===== config.mk =====
export PLATFORM = sky130hd
export DESIGN_NAME = bfie_boost_fault_irq
export DESIGN_NICKNAME = d
export VERILOG_FILES = /design/src/hdl/bfie_pkg.sv /design/src/hdl/bfie_boost_fault_irq.sv
export SDC_FILE = /design/constraint.sdc
export NUM_CORES = 1
export LEC_CHECK = 0
export ABC_AREA = 1
export BUFFER_PORTS_ARGS = -buffer_cell sky130_fd_sc_hd__clkbuf_2
export CORE_UTILIZATION = 40
export CTS_BUF_LIST = sky130_fd_sc_hd__clkbuf_4 sky130_fd_sc_hd__clkbuf_8
export DETAILED_ROUTE_END_ITERATION = 7
export GPL_TIMING_DRIVEN = 0
export HOLD_SLACK_MARGIN = 0.03
export PLACE_DENSITY = 0.84
export SYNTH_ARGS = -nofsm -noshare
export SYNTH_HDL_FRONTEND = slang
export SYNTH_SLANG_ARGS = --single-unit

===== constraint.sdc =====
create_clock -name pclk -period 1.3 [get_ports pclk]
set_input_delay 0 -clock pclk [delete_from_list [all_inputs] [get_ports pclk]]
set_output_delay 0 -clock pclk [all_outputs]
set_load 0.005 [all_outputs]

===== src/hdl/bfie_pkg.sv =====
// Shared constants of the boost fault interrupt enable block
package bfie_pkg;
  // Printed register index; byte address is four times the index
  localparam logic [9:0] BFIE_ENABLE_INDEX = 10'h00A;
  localparam logic [9:0] BFIE_STATUS_INDEX = 10'h020;
  localparam logic [9:0] BFIE_CLEAR_INDEX = 10'h021;
  localparam logic [11:0] BFIE_ENABLE_ADDR = {BFIE_ENABLE_INDEX, 2'b00};
  localparam logic [11:0] BFIE_STATUS_ADDR = {BFIE_STATUS_INDEX, 2'b00};
  localparam logic [11:0] BFIE_CLEAR_ADDR = {BFIE_CLEAR_INDEX, 2'b00};
  // Whole enable register after reset
  localparam logic [15:0] BFIE_ENABLE_RESET = 16'hA028;
  // Field positions (low bit of each two-bit field)
  localparam int BFIE_THERMAL_LSB = 14;
  localparam int BFIE_ISET_SHORT_LSB = 12;
  localparam int BFIE_STRING_COUNT_LSB = 10;
  localparam int BFIE_MODE_RES_LSB = 8;
  localparam int BFIE_FREQ_RES_LSB = 6;
  localparam int BFIE_OVERCURRENT_LSB = 4;
  localparam int BFIE_OVERVOLTAGE_LSB = 2;
  localparam int BFIE_RESERVED_LSB = 0;
  // Fault i owns bits 2*i+3..2*i+2
  localparam int BFIE_FIELD_BASE = 2;
  localparam int BFIE_NUM_FAULTS = 7;
  // Write command codes and read status codes
  localparam logic [1:0] BFIE_CMD_ENABLE = 2'h3;
  localparam logic [1:0] BFIE_CMD_DISABLE = 2'h1;
  localparam logic [1:0] BFIE_READ_ENABLED = 2'h2;
  localparam logic [1:0] BFIE_READ_DISABLED = 2'h0;
  // Values after reset of the other state
  localparam logic [6:0] BFIE_STATUS_RESET = 7'h00;
  localparam logic [31:0] BFIE_RDATA_RESET = 32'h0000_0000;
endpackage


===== src/hdl/bfie_boost_fault_irq.sv =====
// Added by the designer: the APB slave port.
`timescale 1ns/10ps
`default_nettype none
module bfie_boost_fault_irq (
  input wire logic pclk,
  input wire logic presetn,
  input wire logic psel,
  input wire logic penable,
  input wire logic pwrite,
  input wire logic [11:0] paddr,
  input wire logic [31:0] pwdata,
  input wire logic [3:0] pstrb,
  output logic [31:0] prdata,
  output logic pready,
  output logic pslverr,
  input wire logic thermal_shutdown_fault,
  input wire logic current_set_resistor_short_fault,
  input wire logic string_count_resistor_missing_fault,
  input wire logic mode_resistor_missing_fault,
  input wire logic frequency_resistor_missing_fault,
  input wire logic boost_overcurrent_fault,
  input wire logic boost_overvoltage_high_fault,
  output logic irq
);

  // One enable bit per fault; index 0 is over-voltage-high, 6 is thermal
  logic [6:0] enable_r;
  logic [6:0] enable_nxt;
  logic [6:0] status_r;
  logic [6:0] status_nxt;
  logic [31:0] prdata_r;
  logic [31:0] prdata_nxt;
  logic pready_r;
  logic pready_nxt;
  logic pslverr_r;
  logic pslverr_nxt;
  logic irq_r;
  logic irq_nxt;
  logic [6:0] faults;
  logic access;
  logic hit_enable;
  logic hit_status;
  logic hit_clear;

  // Applies a write command to one enable bit; codes 0 and 2 hold it
  function automatic logic bfie_apply(input logic cur, input logic [1:0] code);
    logic res;
    res = cur;
    if (code == bfie_pkg::BFIE_CMD_ENABLE) begin
      res = 1'b1;
    end else if (code == bfie_pkg::BFIE_CMD_DISABLE) begin
      res = 1'b0;
    end
    return res;
  endfunction

  // Packs enable bits into the readback layout
  function automatic logic [15:0] bfie_pack_enables(input logic [6:0] en);
    logic [15:0] word;
    word = 16'h0000; // Reserved bits 1:0 stay zero
    for (int i = 0; i < bfie_pkg::BFIE_NUM_FAULTS; i++) begin
      word[2*i+bfie_pkg::BFIE_FIELD_BASE +: 2] = en[i] ? bfie_pkg::BFIE_READ_ENABLED
                                                       : bfie_pkg::BFIE_READ_DISABLED;
    end
    return word;
  endfunction

  // Packs status bits onto the high bit of each field
  function automatic logic [15:0] bfie_pack_status(input logic [6:0] st);
    logic [15:0] word;
    word = 16'h0000;
    for (int i = 0; i < bfie_pkg::BFIE_NUM_FAULTS; i++) begin
      word[2*i+bfie_pkg::BFIE_FIELD_BASE+1] = st[i];
    end
    return word;
  endfunction

  // Fault vector, thermal in the top bit and over-voltage-high in bit 0
  assign faults = {thermal_shutdown_fault, current_set_resistor_short_fault,
                   string_count_resistor_missing_fault, mode_resistor_missing_fault,
                   frequency_resistor_missing_fault, boost_overcurrent_fault,
                   boost_overvoltage_high_fault};

  // Address decode and the completing edge of an access phase
  assign access = psel && penable && pready_r;
  assign hit_enable = (paddr == bfie_pkg::BFIE_ENABLE_ADDR);
  assign hit_status = (paddr == bfie_pkg::BFIE_STATUS_ADDR);
  assign hit_clear = (paddr == bfie_pkg::BFIE_CLEAR_ADDR);

  // Bus answer: one wait state, so data is registered and outputs come from flops
  always_comb begin
    pready_nxt = psel && penable && !pready_r;
    prdata_nxt = bfie_pkg::BFIE_RDATA_RESET;
    pslverr_nxt = 1'b0;
    if (pready_nxt) begin
      if (hit_enable) begin
        prdata_nxt = {16'h0000, bfie_pack_enables(enable_r)};
      end else if (hit_status) begin
        prdata_nxt = {16'h0000, bfie_pack_status(status_r)};
      end else if (hit_clear) begin
        prdata_nxt = bfie_pkg::BFIE_RDATA_RESET; // Clear register reads as zero
      end else begin
        pslverr_nxt = 1'b1; // Unmapped address
      end
      if (pwrite) begin
        prdata_nxt = bfie_pkg::BFIE_RDATA_RESET;
      end
    end
  end

  always_ff @(posedge pclk or negedge presetn) begin
    if (!presetn) begin
      pready_r <= 1'b0;
      prdata_r <= bfie_pkg::BFIE_RDATA_RESET;
      pslverr_r <= 1'b0;
    end else begin
      pready_r <= pready_nxt;
      prdata_r <= prdata_nxt;
      pslverr_r <= pslverr_nxt;
    end
  end

  // Enable commands and sticky status; a byte lane must be strobed to act
  always_comb begin
    enable_nxt = enable_r;
    status_nxt = status_r;
    for (int i = 0; i < bfie_pkg::BFIE_NUM_FAULTS; i++) begin
      if (access && pwrite && hit_enable && pstrb[(2*i+bfie_pkg::BFIE_FIELD_BASE)/8]) begin
        enable_nxt[i] = bfie_apply(enable_r[i], pwdata[2*i+bfie_pkg::BFIE_FIELD_BASE +: 2]);
      end
      if (access && pwrite && hit_clear && pstrb[(2*i+bfie_pkg::BFIE_FIELD_BASE)/8]
          && pwdata[2*i+bfie_pkg::BFIE_FIELD_BASE+1]) begin
        status_nxt[i] = 1'b0;
      end
      // A fault in the clearing cycle is kept: set beats clear
      if (faults[i]) begin
        status_nxt[i] = 1'b1;
      end
    end
    irq_nxt = |(status_nxt & enable_nxt);
  end

  // Enable reset values are taken from the packed register image; status resets from BFIE_STATUS_RESET
  always_ff @(posedge pclk or negedge presetn) begin
    if (!presetn) begin
      enable_r <= {bfie_pkg::BFIE_ENABLE_RESET[bfie_pkg::BFIE_THERMAL_LSB+1],
                   bfie_pkg::BFIE_ENABLE_RESET[bfie_pkg::BFIE_ISET_SHORT_LSB+1],
                   bfie_pkg::BFIE_ENABLE_RESET[bfie_pkg::BFIE_STRING_COUNT_LSB+1],
                   bfie_pkg::BFIE_ENABLE_RESET[bfie_pkg::BFIE_MODE_RES_LSB+1],
                   bfie_pkg::BFIE_ENABLE_RESET[bfie_pkg::BFIE_FREQ_RES_LSB+1],
                   bfie_pkg::BFIE_ENABLE_RESET[bfie_pkg::BFIE_OVERCURRENT_LSB+1],
                   bfie_pkg::BFIE_ENABLE_RESET[bfie_pkg::BFIE_OVERVOLTAGE_LSB+1]};
      status_r <= bfie_pkg::BFIE_STATUS_RESET;
      irq_r <= 1'b0;
    end else begin
      enable_r <= enable_nxt;
      status_r <= status_nxt;
      irq_r <= irq_nxt;
    end
  end

  assign prdata = prdata_r;
  assign pready = pready_r;
  assign pslverr = pslverr_r;
  assign irq = irq_r;

  for (genvar g = 0; g < 7; g++) begin : gen_field_checks
    localparam int LSB = 2*g+bfie_pkg::BFIE_FIELD_BASE;

  end
endmodule
`default_nettype wire


==> impl_results.md <==
* Status: finished with violations
* Failing checks: negative setup slack
* Core Area at 0.00372 mm2
* Fillers at 369
* Clock tree buffer depth at 2
* Clk_skew at 0.00789 ns
* Critical path startpoint: pready$_DFF_PN0_
* Diode count at 0
* Clock root buffer: clkbuf_8
* Setup CP Type: flop to flop
* Post-Syn Area at 0.00158 mm2
* Initial antenna violation count at 0
* Hold EP: status_r[3]$_DFF_PN0_
* Top FF cell, synth: dfrtp_1
* Avg Synthesized Cell Area at 7.40 um2
* Post-DR wirelength/cell at 9.36 um
* Leading area contributor after synthesis: dfrtp_1
* Area Overhead vs Synth at 37.1%
* Layout cell share with drive strength beyond 1 at 0.389
* Largest net degree at the start of global routing at 25
* RSZ-0062 raised after global routing: yes
* Die Height at ~65 um
* Area contributors post-synth: dfrtp_1 (32%), nand2_1 (13%), buf_4 (12%), dfstp_2 (6.7%), inv_1 (6.0%)
* Final period util at 1.05
* Slew at the pin closest to its max-slew limit at 0.558 ns
* CP required at 1.46 ns
* Slew Viols, Final at 0
* Hold Path Stages at 4
* First-pass GRT wire length at ~5100 um
* DRC viols at 0
* Crit. End Element: flop
* Hold Startpoint: pwdata[9]
* Placed wire-length estimate at 2550 um
* Via-to-Cell Ratio at 4.34
* FF-to-FF path depth at 11
* Yosys warnings at 0
* Maximum VDD drop at around 500 uV
* EDFF count, synth at 0
* Die area at 0.00420 mm2
* CP Data Arrival Time at 1.52 ns
* Hold Fails Final Rpt at 0
* Post-synthesis sequential area ratio at 0.384
* Worst reg2reg startpoint: pready$_DFF_PN0_
* GPL Wtd Cong at 0.856
* DR vias at 1515
* Worst hold slack at 0.0459 ns
* Initial Utilization at 0.424
* LEAKAGE at 1.30 nW
* PD cells at approximately 770 mW/mm2
* Reg2reg setup slack at -0.06 ns
* FF-to-FF End: irq$_DFF_PN0_
* Max Fclk at 0.734 GHz
* CTS Buf Count at 3
* Vias in the first global route at 1352
* Initial DRC count at 37
* Num rows at 22
* Shortest period the worst path allows at 1.36 ns
* Post-synth top area share at 0.317
* Final #Nets at about 360
* Die width at 64.8 um
* Relative slew slack at 0.628
* Syn Inst Count at between 200 and 250
* FF+latch count, synth at 24
* Design Power at 1.66 mW
* Post-synth top cells: nand2_1 (53), buf_4 (25), inv_1 (25)
* Worst setup margin at -0.0628 ns
* Grt ovf at 0
* Gr usage total at 0.157
* Top Ports at between 90 and 100
* Detail Route Antenna Nets at 0
* Synth unique cells at 24
* Startpoint types: flop
* Htree depth at 1
* Initial DRT Pass Iterations at 4
* Routed Wire Length at between 3000 and 4000 um
* Hold crit path type: input pin to flop
* Port Buffers at 48
* Clk Latency, worst-skew pair at around 0.27 ns
* Ys async rst share at 1.00
* CTS tree: built
* Worst-path clk slew at 0.09 ns
* Crit-path max FO at 4
* Max Cap Viol at 0
* Setup Viol. Count Final at 1
* Most numerous cell in the Yosys netlist: nand2_1
* Clock tree sinks at 24
[kinds of logic (layout without fill, tap and decap cells)]
family,count (synthesis),in the layout,share of synthesized area
AND/OR/NAND/NOR,109,109,0.340
buffers and inverters,63,127,0.216
flip-flops,24,24,0.384
AO/OA/AOI/OAI,16,16,0.0579
other,1,25,0.00238
[timing repair]
action                                  CTS  global route
endpoints found under the setup margin    1             1
buffers inserted                          3             0
gates cloned                              1             0
resized for setup                         4             0
pin swaps                                 2             1
hold buffers                              8             0
endpoints found under the hold margin    27             0
[per-stage QoR]
step                worst slack (ns)  area (um2)   util  setup TNS, ns  cells
finish                       -0.0628        2160  0.581        -0.0628    349
global route                  -0.183        2160  0.581         -0.183    349
CTS                          -0.0709        2160  0.581        -0.0709    349
detailed placement            -0.209        1970  0.530         -0.209    333
global placement              -0.146        1970  0.530         -0.146    333
floorplan                    0.00796        1670      -              0    237
[where the power goes]
part	switching, mW	internal [mW]	leakage [nW]
sequential	0.00165	0.750	0.262
clock	0.239	0.412	0.0357
combinational	0.122	0.133	1.01
total	0.362	1.29	1.30
[worst max path at each step]
stage / end / cells after the start / slack, ns
final: irq$_DFF_PN0_ / 11 / -0.06
after global routing: irq$_DFF_PN0_ / 10 / -0.18
after CTS: irq$_DFF_PN0_ / 10 / -0.07
after detailed placement: irq$_DFF_PN0_ / 10 / -0.21
after global placement: irq$_DFF_PN0_ / 10 / -0.15
after floorplan: irq$_DFF_PN0_ / 10 / 0.008
[final cells by class]
class	count	area (um2)	share of cell area
buffer	28	215	0.0996
timing repair buffer	60	350	0.162
tap	48	60.1	0.0278
sequential	24	606	0.280
inverter	35	131	0.0608
clock inverter	1	30.0	0.0139
clock buffer	3	41.3	0.0191
multi-input combinational	150	727	0.336
[state kept, by name (all words and copies together), names as in the netlist]
name / cells
pready: 1
irq: 1
pslverr: 1
prdata: 7
status_r: 7
enable_r: 7
[per-layer routing]
layer	share of wire	vias up	global-route usage
met2	0.51	58	0.297
met5	0	-	0
li1	-	787	-
met4	0.024	0	0.0722
met1	0.41	659	0.168
met3	0.060	11	0.0246
[layout by cell type (no fill, tap or decap), drive strengths merged]
| cell type | Yosys | layout |
|---|---|---|
| o41ai | 1 | 1 |
| nor2 | 28 | 28 |
| o21ai | 7 | 7 |
| nand3b | 1 | 1 |
| a21oi | 8 | 8 |
| bufinv | 0 | 1 |
| nand3 | 4 | 4 |
| buf | 28 | 32 |
| conb | 1 | 25 |
| nor3 | 1 | 1 |
| nand2 | 59 | 59 |
| dlygate4sd3 | 0 | 8 |
| inv | 35 | 35 |
| nor3b | 1 | 1 |
| clkbuf | 0 | 51 |
| dfrtp | 20 | 20 |
| dfstp | 4 | 4 |
| nand4 | 15 | 15 |
[critical path, stage by stage (launching register included)]
cell,delay [ns]
dfrtp_1,0.40
nand2_2,0.09
nor2_4,0.05
buf_4,0.14
nand4_1,0.12
nand2_1,0.07
nand2_1,0.08
inv_2,0.04
nand2_1,0.05
nand2_1,0.05
nor2_1,0.11
nand2_1,0.06
Note: power is estimated with default switching activity, not from simulation.
